==> src/verilog/fpd_map.vh <==
// fpd_map.vh: register offsets, field positions, reset values and sequencer constants
// for the flash program download control block; assumes a 32-bit APB bus on pclk.
`ifndef FPD_MAP_VH
`define FPD_MAP_VH

// ********************************
// register byte offsets
// ********************************
`define FPD_OFF_CCS       8'h00
`define FPD_OFF_PSEL      8'h04
`define FPD_OFF_ESEL      8'h08
`define FPD_OFF_KEY       8'h0C
`define FPD_OFF_DEST      8'h10
`define FPD_OFF_IRQ_STAT  8'h14
`define FPD_OFF_IRQ_MASK  8'h18

// ********************************
// field positions
// ********************************
`define FPD_CCS_WE_BIT    7
`define FPD_CCS_ERR_BIT   4
`define FPD_CCS_REQ_BIT   0
`define FPD_SEL_BIT       0
`define FPD_DEST_ERR_BIT  7
`define FPD_IRQ_DONE_BIT  0
`define FPD_IRQ_FAIL_BIT  1

// ********************************
// values
// ********************************
`define FPD_KEY_UNLOCK    8'hA5
`define FPD_RST_BYTE      8'h00
`define FPD_RST_IRQ       2'h0
`define FPD_RES_OK        8'h00
`define FPD_RES_SS_ERR    8'h01
`define FPD_RES_DEST_ERR  8'h02
`define FPD_RD_ZERO       32'h0000_0000

// ********************************
// download geometry
// ********************************
`define FPD_ROUTINE_LEN   8'h80
`define FPD_PASS_BYTES    14'h0080
`define FPD_RAM_BYTES     14'h2000
`define FPD_DEST_SHIFT    6
`define FPD_ZERO_ADDR     13'h0000
`define FPD_ONE_ADDR      13'h0001
`define FPD_ZERO_SRC      8'h00
`define FPD_ONE_SRC       8'h01

`endif

==> src/verilog/fpd_download_ctrl.v <==
// fpd_download_ctrl.v: flash routine download sequencer with its APB register file.
// assumes the cpu reports on cpu_exec_from_ram whether the current store executes
// from on-chip ram, that program storage answers one cycle after its address, and
// that the ram write port takes one byte per cycle.
//
// Notes on behaviour
// program_routine_select at one chooses the programming routine for download.
// several routines selected: no copy, source-select error in the result byte.
// copy starts at the ram address held in the destination register.
// download_request write of one refused unless key register holds A5.
// download_request write of one only accepted when executed from on-chip ram.
// a set download_request starts the download with no further software action.
// download_request is cleared before the cpu resumes, so never read as one.
// software loads vector_base_reg with 84000000 before requesting a download.
// software follows the request store with four no-operation instructions.
// during a download the user memory space maps the program storage area.
// selection and destination are checked before the routine is copied.
// request and both select bits are cleared as part of the download.
// result code written to the byte at the start of the destination area.
// software presets the result byte to something other than FF.
// software judges success only from the result byte.
// one programming pass writes 128 bytes; larger amounts repeat in steps.
// software pads short programming data to 128 bytes, preferably with FF.
// the hardware write-enable pin must be high to program or erase.
// request writes during a running download are ignored.
`include "fpd_map.vh"
`default_nettype none

module fpd_download_ctrl (
  input wire pclk,
  input wire presetn,
  input wire psel,
  input wire penable,
  input wire pwrite,
  input wire [7:0] paddr,
  input wire [31:0] pwdata,
  output reg [31:0] prdata,
  output reg pready,
  output reg pslverr,
  input wire cpu_exec_from_ram,
  input wire hw_write_enable,
  output reg irq,
  output reg cpu_hold,
  output reg memory_space_swap,
  output reg [7:0] storage_addr,
  input wire [7:0] storage_rdata,
  output reg ram_we,
  output reg [12:0] ram_addr,
  output reg [7:0] ram_wdata
);

  // ********************************
  // state encoding
  // ********************************
  localparam [5:0] ST_IDLE   = 6'b000001;
  localparam [5:0] ST_CHECK  = 6'b000010;
  localparam [5:0] ST_FETCH  = 6'b000100;
  localparam [5:0] ST_STORE  = 6'b001000;
  localparam [5:0] ST_RESULT = 6'b010000;
  localparam [5:0] ST_FINISH = 6'b100000;

  reg [5:0] state_r;
  reg download_request_r;
  reg flash_error_flag_r;
  reg program_routine_select_r;
  reg erase_routine_select_r;
  reg [7:0] protect_key_reg_r;
  reg [6:0] dest_area_field_r;
  reg dest_address_error_r;
  reg [1:0] irq_stat_r;
  reg [1:0] irq_mask_r;
  reg [7:0] result_r;
  reg [7:0] copy_idx_r;
  reg we_meta_r;
  reg we_sync_r;
  reg [31:0] rd_nxt;
  reg rd_err_nxt;

  wire acc = psel & penable & ~pready;
  wire wr_done = psel & penable & pready & pwrite;
  wire [12:0] dest_base = {dest_area_field_r, 6'h00};

  // decode of one register offset against the current bus address
  function hit;
    input [7:0] addr;
    input [7:0] off;
    begin
      hit = (addr == off);
    end
  endfunction

  // destination must leave room for the routine and one 128-byte data pass
  function dest_fits;
    input [6:0] area;
    reg [13:0] end_addr;
    begin
      end_addr = ({1'b0, area, 6'h00}) + {6'h00, `FPD_ROUTINE_LEN} + `FPD_PASS_BYTES;
      dest_fits = (end_addr <= `FPD_RAM_BYTES);
    end
  endfunction

  wire req_write = wr_done & hit(paddr, `FPD_OFF_CCS) & pwdata[`FPD_CCS_REQ_BIT];
  wire req_ok = req_write & (protect_key_reg_r == `FPD_KEY_UNLOCK)
              & cpu_exec_from_ram
              & (state_r == ST_IDLE);
  wire ev_done = (state_r == ST_FINISH);
  wire ev_fail = (state_r == ST_FINISH) & (result_r != `FPD_RES_OK);

  // ********************************
  // pin synchroniser
  // ********************************
  // the write-enable pin is asynchronous; second stage is the only reader of the first
  always @(posedge pclk or negedge presetn) begin
    if (!presetn) begin
      we_meta_r <= 1'b0;
      we_sync_r <= 1'b0;
    end else begin
      we_meta_r <= hw_write_enable;
      we_sync_r <= we_meta_r;
    end
  end

  // ********************************
  // apb read mux
  // ********************************
  // unmapped offsets answer zero with pslverr
  always @* begin
    rd_nxt = `FPD_RD_ZERO;
    rd_err_nxt = 1'b0;
    case (paddr)
      `FPD_OFF_CCS: begin
        rd_nxt[`FPD_CCS_WE_BIT] = we_sync_r;
        rd_nxt[`FPD_CCS_ERR_BIT] = flash_error_flag_r;
        rd_nxt[`FPD_CCS_REQ_BIT] = download_request_r;
      end
      `FPD_OFF_PSEL: rd_nxt[`FPD_SEL_BIT] = program_routine_select_r;
      `FPD_OFF_ESEL: rd_nxt[`FPD_SEL_BIT] = erase_routine_select_r;
      `FPD_OFF_KEY: rd_nxt[7:0] = protect_key_reg_r;
      `FPD_OFF_DEST: rd_nxt[7:0] = {dest_address_error_r, dest_area_field_r};
      `FPD_OFF_IRQ_STAT: rd_nxt[1:0] = irq_stat_r;
      `FPD_OFF_IRQ_MASK: rd_nxt[1:0] = irq_mask_r;
      default: rd_err_nxt = 1'b1;
    endcase
  end

  // one wait state: pready rises in the second access cycle
  always @(posedge pclk or negedge presetn) begin
    if (!presetn) begin
      pready <= 1'b0;
      pslverr <= 1'b0;
      prdata <= `FPD_RD_ZERO;
    end else begin
      pready <= acc;
      pslverr <= acc & rd_err_nxt;
      if (acc & ~pwrite) begin
        prdata <= rd_nxt;
      end
    end
  end

  // ********************************
  // software registers
  // ********************************
  // the sequencer clears its bits in the finish state; a bus write there loses
  always @(posedge pclk or negedge presetn) begin
    if (!presetn) begin
      download_request_r <= 1'b0;
      program_routine_select_r <= 1'b0;
      erase_routine_select_r <= 1'b0;
      protect_key_reg_r <= `FPD_RST_BYTE;
      dest_area_field_r <= 7'h00;
      irq_mask_r <= `FPD_RST_IRQ;
    end else begin
      if (req_ok) begin
        download_request_r <= 1'b1;
      end else if (state_r == ST_FINISH) begin
        download_request_r <= 1'b0;
      end
      if (state_r == ST_FINISH) begin
        program_routine_select_r <= 1'b0;
        erase_routine_select_r <= 1'b0;
      end else if (wr_done & (state_r == ST_IDLE)) begin
        if (hit(paddr, `FPD_OFF_PSEL)) begin
          program_routine_select_r <= pwdata[`FPD_SEL_BIT];
        end
        if (hit(paddr, `FPD_OFF_ESEL)) begin
          erase_routine_select_r <= pwdata[`FPD_SEL_BIT];
        end
      end
      if (wr_done & hit(paddr, `FPD_OFF_KEY)) begin
        protect_key_reg_r <= pwdata[7:0];
      end
      if (wr_done & hit(paddr, `FPD_OFF_DEST) & (state_r == ST_IDLE)) begin
        dest_area_field_r <= pwdata[6:0];
      end
      if (wr_done & hit(paddr, `FPD_OFF_IRQ_MASK)) begin
        irq_mask_r <= pwdata[1:0];
      end
    end
  end

  // ********************************
  // interrupt status
  // ********************************
  // write one to clear; a fresh event in the same cycle keeps its bit set
  always @(posedge pclk or negedge presetn) begin
    if (!presetn) begin
      irq_stat_r <= `FPD_RST_IRQ;
      irq <= 1'b0;
    end else begin
      if (wr_done & hit(paddr, `FPD_OFF_IRQ_STAT)) begin
        irq_stat_r <= (irq_stat_r & ~pwdata[1:0]) | {ev_fail, ev_done};
      end else begin
        irq_stat_r <= irq_stat_r | {ev_fail, ev_done};
      end
      irq <= |(irq_stat_r & irq_mask_r);
    end
  end

  // ********************************
  // download sequencer
  // ********************************
  // cpu is held for the whole download, which is why it never sees the request set
  always @(posedge pclk or negedge presetn) begin
    if (!presetn) begin
      state_r <= ST_IDLE;
      result_r <= `FPD_RES_OK;
      copy_idx_r <= `FPD_ZERO_SRC;
      dest_address_error_r <= 1'b0;
      flash_error_flag_r <= 1'b0;
      cpu_hold <= 1'b0;
      memory_space_swap <= 1'b0;
      storage_addr <= `FPD_ZERO_SRC;
      ram_we <= 1'b0;
      ram_addr <= `FPD_ZERO_ADDR;
      ram_wdata <= `FPD_RST_BYTE;
    end else begin
      ram_we <= 1'b0;
      case (state_r)
        ST_IDLE: begin
          if (req_ok) begin
            cpu_hold <= 1'b1;
            memory_space_swap <= 1'b1;
            state_r <= ST_CHECK;
          end
        end
        ST_CHECK: begin
          copy_idx_r <= `FPD_ZERO_SRC;
          dest_address_error_r <= ~dest_fits(dest_area_field_r);
          if (program_routine_select_r & erase_routine_select_r) begin
            result_r <= `FPD_RES_SS_ERR;
            state_r <= ST_RESULT;
          end else if (~program_routine_select_r & ~erase_routine_select_r) begin
            result_r <= `FPD_RES_SS_ERR;
            state_r <= ST_RESULT;
          end else if (~dest_fits(dest_area_field_r)) begin
            result_r <= `FPD_RES_DEST_ERR;
            state_r <= ST_RESULT;
          end else begin
            result_r <= `FPD_RES_OK;
            storage_addr <= `FPD_ZERO_SRC;
            state_r <= ST_FETCH;
          end
        end
        ST_FETCH: begin
          // storage data is valid one cycle after its address
          state_r <= ST_STORE;
        end
        ST_STORE: begin
          ram_we <= 1'b1;
          ram_addr <= dest_base + {5'h00, copy_idx_r};
          ram_wdata <= storage_rdata;
          copy_idx_r <= copy_idx_r + `FPD_ONE_SRC;
          storage_addr <= copy_idx_r + `FPD_ONE_SRC;
          if (copy_idx_r == `FPD_ROUTINE_LEN - `FPD_ONE_SRC) begin
            state_r <= ST_RESULT;
          end else begin
            state_r <= ST_FETCH;
          end
        end
        ST_RESULT: begin
          ram_we <= 1'b1;
          ram_addr <= dest_base;
          ram_wdata <= result_r;
          flash_error_flag_r <= (result_r != `FPD_RES_OK);
          state_r <= ST_FINISH;
        end
        ST_FINISH: begin
          memory_space_swap <= 1'b0;
          cpu_hold <= 1'b0;
          state_r <= ST_IDLE;
        end
        default: begin
          state_r <= ST_IDLE;
        end
      endcase
    end
  end

endmodule // fpd_download_ctrl

`default_nettype wire

==> config.mk <==
export PLATFORM = sky130hd
export DESIGN_NAME = fpd_download_ctrl
export DESIGN_NICKNAME = d
export VERILOG_FILES = /design/src/verilog/fpd_download_ctrl.v
export VERILOG_INCLUDE_DIRS = /design/src /design/src/verilog
export SDC_FILE = /design/constraint.sdc
export NUM_CORES = 1
export LEC_CHECK = 0
export BUFFER_PORTS_ARGS = -buffer_cell sky130_fd_sc_hd__buf_2
export CAP_MARGIN = 10
export CORE_ASPECT_RATIO = 2
export CORE_MARGIN = 2
export CORE_UTILIZATION = 52
export DETAILED_ROUTE_END_ITERATION = 6
export GPL_ROUTABILITY_DRIVEN = 0
export HOLD_SLACK_MARGIN = 0.15
export PLACE_DENSITY = 0.86
export SLEW_MARGIN = 0
export SYNTH_ARGS = -nofsm -noshare
export SYNTH_HDL_FRONTEND = slang
export SYNTH_SLANG_ARGS = --single-unit
==> constraint.sdc <==
create_clock -name pclk -period 2 [get_ports pclk]
set_input_delay 0.4 -clock pclk [delete_from_list [all_inputs] [get_ports pclk]]
set_output_delay 0.4 -clock pclk [all_outputs]
set_load 0.01 [all_outputs]
==> run_results.csv, run 1 <==
group,metric,value,unit
global_route,grt_max_degree,85,
critical_path,crit_path_cell_trace,"nor4_4 > nand3_1 > nor2_2 > buf_4 > mux2_2",
sta,post-route-min-period,1900,ps
yosys,yosysSeqAreaShare,49.9,%
placement,port-buffer-count,73,
routing,ant_nets,0,
floorplanning,core,0.00789,sq mm
outcome,outcome,"finished clean",
critical_path,critPathMaxFanout,8,
sta,relSlewSlack,54.8,%
sta,holdWs,168,ps
sta,fin_crit_sh,95.0,%
sta,setup_violations,0,
clock_network,cts_max_level,3,
sta,fmax,526,MHz
clock_network,clk_latency,340,ps
critical_path,crit_buf_inv,1,
sta,clock_skew,7.07,ps
finish,antenna_cells,0,
power,p_comb_share,5.5,%
critical_path,cp.required,2220,ps
critical_path,r2r_slack,100,ps
yosys,synth.most_common_cell,"dfrtp_1",
yosys,synth_commonest_cells,"dfrtp_1, nand2_1, buf_4",
finish,final_nets,545,
clock_network,cts_setup_buffers,0,
clock_network,cts_buffers,9,
yosys,synth.area.top_cells,"dfrtp_1, mux2_2, buf_4",
power,switching_share,21.4,%
yosys,synth_top_cell_by_area,"dfrtp_1",
power,p_int,2820,uW
clock_network,cts_tree,"done",
critical_path,worstPathArrival,2120,ps
floorplanning,die-height,131,um
power,seq_power_share,48.7,%
critical_path,critPathLaunchType,"flip-flop",
yosys,synth.top_cell.area_share,49.3,%
routing,finalWirelength,10.2,mm
yosys,synth.cell_area,0.00421,sq mm
clock_network,clock_path_buffers,2,
critical_path,path_class,"flip-flop to flip-flop",
placement,dpl.hpwl,7.30,mm
routing,wl_per_cell,17.4,um
power,leakage,0.00243,uW
clock_network,clk_pin_slew,50,ps
finish,drive_gt1_share,31.6,%
sta,tns,0,ps
yosys,ys.warnings.count,0,
critical_path,critPathMaxStageDelay,480,ps
critical_path,cpLargestDelayFamily,"simple AND/OR/NAND/NOR gates",
yosys,ys.flop_type,"dfrtp_1",
routing,vias_per_cell,5.76,
sta,worst_pin_slew,678,ps
global_route,antenna_found_initial,0,
critical_path,crit_path_end_kind,"flip-flop",
yosys,synth_edf_count,0,
power,peakVddDrop,0.683,mV
floorplanning,fp.dieArea,0.00888,sq mm
yosys,async_flop_share,100,%
routing,first_pass_iters,4,
power,switching_power,766,uW
run,max-cap-violations,0,
sta,hold_viol,0,
routing,route.detailed.drc,0,
global_route,grt_pass1_vias,3544,
floorplanning,initial_core_util,53.4,%
yosys,yosysUniqueCellTypes,66,
clock_network,root_buffer,"clkbuf_16",
routing,vias,3360,
finish,post-route-util,62.9,%
floorplanning,io-pin-count,122,
floorplanning,die_width,67.6,um
global_route,grt_pass1_wl,17.1,mm
sta,rsz0062_at_grt,"no",
power,p_per_area,722,mW/mm^2
critical_path,slowest_stage,"dfrtp_1",
routing,drtIter0Drc,241,
finish,syn2layout_area_growth,17.9,%
sta,slew_viol_final,0,
yosys,synthCells,395,
yosys,ys_ff_latch,84,
worst_hold_path,hold_class,"input port to flip-flop",
clock_network,cts_sinks,84,
floorplanning,num_rows,46,
power,clockPowerShare,45.8,%
yosys,avgSynthCellArea,10.7,sq um
global_route,grt_use_total,25.6,%
global_route,grt_overflow,0,
[layout make-up]
cell class,count,area [sq um]
inverter,14,52.6
multi-input combinational,277,1830
clock inverter,2,35.0
timing repair buffer,98,571
clock buffer,12,256
fill,609,2920
sequential,84,2100
tap,96,120
[per-layer routing]
layer / vias to the layer above / part of all wire (%) / track usage [%] / wire [um]
met5: - / 0 / 0 / 0
met2: 128 / 57 / 44.6 / 5820
met3: 35 / 4.3 / 5.57 / 432
met4: 0 / 4.3 / 14.4 / 439
met1: 1654 / 34 / 27.1 / 3470
li1: 1543 / - / - / -
[logic make-up after synthesis]
group                    after synthesis  synth area share, %
other                                  1               0.0890
XOR/XNOR                               8                 1.66
flip-flops                            84                 49.9
AND/OR/NAND/NOR                      119                 15.5
buffers and inverters                 57                 8.88
AO/OA/AOI/OAI                         96                 15.4
multiplexers                          24                 6.54
adder cells (fa/ha/maj)                6                 1.96
[registers in the layout (all words and copies together) (netlist names), 2 cells and up]
signal,count
storage_addr,8
state_r,6
protect_key_reg_r,8
result_r,2
irq_mask_r,2
ram_wdata,8
irq_stat_r,2
prdata,8
copy_idx_r,8
ram_addr,13
dest_area_field_r,7
[worst paths after layout]
| path | from | end | cells past startpoint |
|---|---|---|---|
| setup / recovery | state_r[2] | dest_area_field_r[5] | 5 |
| hold / removal | hw_write_enable | we_meta_r | 1 |
| setup reg to reg | state_r[2] | dest_area_field_r[5] | 5 |
| hold reg to reg | we_meta_r | we_sync_r | 0 |
| max in group asynchronous | presetn | download_request_r | 3 |
| min in group asynchronous | presetn | irq_mask_r[0] | 3 |
[what timing repair did]
item | 4_1_cts | 5_1_grt
resized for setup | 0 | 2
hold buffers | 1 | 0
endpoints found under the hold margin | 83 | 0
setup endpoints to repair | 0 | 7
[placed cells by master, fill, tap and decap left out, types with 3 or more instances in the layout]
cell type / synthesis / routed
nand3_1: 11 / 11
a21oi_1: 19 / 19
inv_1: 13 / 13
dfrtp_1: 83 / 83
mux2i_1: 5 / 5
nor2_1: 16 / 16
nand2_1: 45 / 44
a22o_1: 9 / 9
ha_1: 5 / 5
a31oi_1: 3 / 3
a22oi_1: 7 / 7
a21o_1: 4 / 4
nand4_1: 4 / 4
clkbuf_16: 0 / 9
nor3_1: 9 / 9
o2bb2ai_1: 3 / 3
mux2_2: 18 / 18
and3_1: 4 / 4
o21ai_0: 21 / 21
or3_1: 4 / 4
o31ai_1: 3 / 3
conb_1: 1 / 24
o22ai_1: 3 / 3
buf_4: 25 / 24
a21oi_2: 9 / 9
xnor2_1: 6 / 6
buf_2: 6 / 72
[worst register-to-register path, cell delays in order, from the launching register on]
cell,delay (ps)
dfrtp_1,480
nor4_4,450
nand3_1,200
nor2_2,120
buf_4,170
mux2_2,350
[power by group through the flow]
stage          sequential [uW]  clock (uW)  combinational (uW)
2_1_floorplan             1790           0                97.6
3_3_place_gp              1770           0                 191
3_5_place_dp              1770           0                 196
4_1_cts                   1750        1660                 198
5_1_grt                   1750        1750                 219
6_report                  1750        1640                 196
[metrics by stage]
step	area, sq um	worst slack (ps)	cells	total power [uW]
after floorplan	4300	184	418	1890
after detailed placement	4660	26.0	568	1970
after CTS	4960	8.79	583	3610
final	4960	100	583	3580
after global routing	4960	17.8	583	3720
after global placement	4660	94.5	568	1960
(Power assumes the default switching activity.)
==> run 2: changes to the inputs <==
--- a/config.mk
+++ b/config.mk
@@ -10,11 +10,11 @@
 export CAP_MARGIN = 10
 export CORE_ASPECT_RATIO = 2
 export CORE_MARGIN = 2
-export CORE_UTILIZATION = 52
+export CORE_UTILIZATION = 56
 export DETAILED_ROUTE_END_ITERATION = 6
 export GPL_ROUTABILITY_DRIVEN = 0
 export HOLD_SLACK_MARGIN = 0.15
-export PLACE_DENSITY = 0.86
+export PLACE_DENSITY = 0.91
 export SLEW_MARGIN = 0
 export SYNTH_ARGS = -nofsm -noshare
 export SYNTH_HDL_FRONTEND = slang
==> constraint.sdc (replaced) <==
create_clock -name pclk -period 2.3 [get_ports pclk]
set_input_delay 0.46 -clock pclk [delete_from_list [all_inputs] [get_ports pclk]]
set_output_delay 0.46 -clock pclk [all_outputs]
set_load 0.01 [all_outputs]
==> run 2 against run 1 <==
  * Clock skew is 1.1 ps higher
  * First-iteration DRC count decreased by 2.9%
  * Worst hold slack improved by 53 ps
  * Register-to-register slack gained 160 ps
  * Die area shrank 6.8%
  * Fmax down 6.6%
  * Core utilization rose by 4.2 points
  * Sequential share of layout area increased by 0.74 points
  * Setup slack better by 160 ps
  * Sequential power decreased by 13%
  * Non-clock buffer count fell by 11
  * Critical path depth did not move
==> run_results.csv, run 2 (same netlist as run 1, synthesis figures left out) <==
group,metric,value,unit
placement,port-buffer-count,73,
finish,fin_area,0.00488,sq mm
clock_network,clk_latency,340,ps
placement,place_area,0.00457,sq mm
global_route,antenna_found_initial,0,
clock_network,cts_resized,0,
critical_path,crit_path_end_kind,"flip-flop",
global_route,grt_pass1_vias,3335,
clock_network,postCtsHoldBufs,1,
critical_path,critPathMaxStageDelay,630,ps
floorplanning,fp.dieArea,0.00827,sq mm
clock_network,root_buffer,"clkbuf_16",
global_route,grt_use_met2,46.3,%
critical_path,rr_startpoint,"state_r[1]",
global_route,grt_max_degree,44,
routing,ant_nets,0,
routing,vias,3378,
floorplanning,initial_core_util,58.0,%
critical_path,r2r_slack,260,ps
clock_network,cts_tree,"done",
floorplanning,io-pin-count,122,
sta,tns,0,ps
critical_path,critPathMaxFanout,22,
routing,drtIter0Drc,234,
floorplanning,die_width,65.3,um
sta,rsz0062_at_grt,"no",
finish,syn2layout_area_growth,15.8,%
clock_network,cts_buffers,9,
critical_path,path_depth,5,
finish,drive_gt1_share,30.1,%
global_route,grt_overflow,0,
routing,vias_per_cell,5.93,
critical_path,critPathLaunchType,"flip-flop",
worst_hold_path,hold_class,"input port to flip-flop",
finish,antenna_cells,0,
worst_hold_path,hp-start,"hw_write_enable",
finish,mostFrequentLayoutCell,"dfrtp_1",
sta,fin_crit_sh,88.5,%
sta,clock_skew,8.19,ps
worst_hold_path,min_path_cells,1,
critical_path,cp.required,2550,ps
sta,fmax,491,MHz
floorplanning,core,0.00727,sq mm
finish,seqCellArea,0.00210,sq mm
run,max-cap-violations,0,
sta,relSlewSlack,44.3,%
placement,dpl.hpwl,7.16,mm
sta,post-route-min-period,2040,ps
critical_path,slowest_stage,"or4_1",
routing,first_pass_iters,4,
global_route,grt-busiest-layer,"met2",
critical_path,crit_buf_inv,1,
finish,final_cells,570,
finish,n_fill_cell,555,
global_route,grt_pass1_wl,16.0,mm
power,leakage,0.00237,uW
finish,final_nets,534,
clock_network,clk_pin_slew,60,ps
power,p_per_area,636,mW/mm^2
clock_network,cts_max_level,3,
outcome,outcome,"finished clean",
sta,worst_pin_slew,831,ps
clock_network,clock_path_buffers,2,
finish,largest-register,"ram_addr",
finish,largest_register_ffs,13,
global_route,grt_use_met1,26.5,%
floorplanning,die-height,127,um
floorplanning,num_rows,44,
sta,slew_viol_final,0,
critical_path,crit_path_cell_trace,"or4_1 > nor2_4 > buf_4 > a21oi_1 > o21ai_0",
global_route,gr-usage-met3,6.03,%
critical_path,cpLargestDelayFamily,"simple AND/OR/NAND/NOR gates",
finish,final_cell_mix,"dfrtp_1, buf_2, nand2_1",
placement,dp.cells,553,
finish,multiInputGateArea,0.00182,sq mm
routing,wl_per_cell,17.4,um
critical_path,worst_r2r_path_depth,5,
routing,finalWirelength,9.94,mm
sta,setup_violations,0,
worst_hold_path,whs_endpoint,"we_meta_r",
power,peakVddDrop,0.700,mV
clock_network,cts_setup_buffers,0,
routing,route.detailed.drc,0,
sta,hold_viol,0,
critical_path,r2r-end,"copy_idx_r[6]",
global_route,grt_use_total,25.5,%
critical_path,path_class,"flip-flop to flip-flop",
critical_path,worstPathArrival,2290,ps
clock_network,cts_sinks,84,
## run 2: worst reg2reg max path, stage by stage, from the launching register on
cell and delay [ps]:
dfrtp_1 490, or4_1 630, nor2_4 250, buf_4 300, a21oi_1 100, o21ai_0 180
## run 2: where the power goes
group	switching [uW]	internal [uW]
clock network	567	847
registers	14.3	1500
logic	112	60.3
total	694	2410
## run 2: routing by layer
metal | share of wire, % | up-vias
li1 | - | 1521
met1 | 35 | 1671
met2 | 57 | 162
met3 | 5.4 | 24
met4 | 3.0 | 0
met5 | 0 | -
## run 2: cell type report
type	count	share of cell area [%]
Sequential cell	84	43.1
Inverter	14	1.08
Timing Repair Buffer	87	10.0
Tap cell	92	2.36
Multi-Input combinational cell	277	37.3
Clock inverter	3	0.385
Clock buffer	13	5.75
## run 2: worst max path at each step
stage               start                   end  slack (ps)
6_report       state_r[1]         copy_idx_r[6]         260
5_1_grt        state_r[1]         copy_idx_r[6]         170
4_1_cts        state_r[1]         copy_idx_r[6]         260
3_5_place_dp     paddr[1]  dest_area_field_r[5]         240
3_3_place_gp     paddr[1]  dest_area_field_r[5]         230
2_1_floorplan    paddr[2]  dest_area_field_r[0]         420
## run 2: stage by stage
| stage | worst slack, ps | hold slack, ps | util, % | total power, uW |
|---|---|---|---|---|
| floorplan | 424 | 164 | - | 1640 |
| global placement | 227 | 332 | 62.9 | 1710 |
| detailed placement | 244 | 341 | 62.9 | 1710 |
| CTS | 258 | 217 | 67.1 | 3130 |
| global route | 171 | 213 | 67.1 | 3200 |
| finish | 265 | 221 | 67.1 | 3100 |
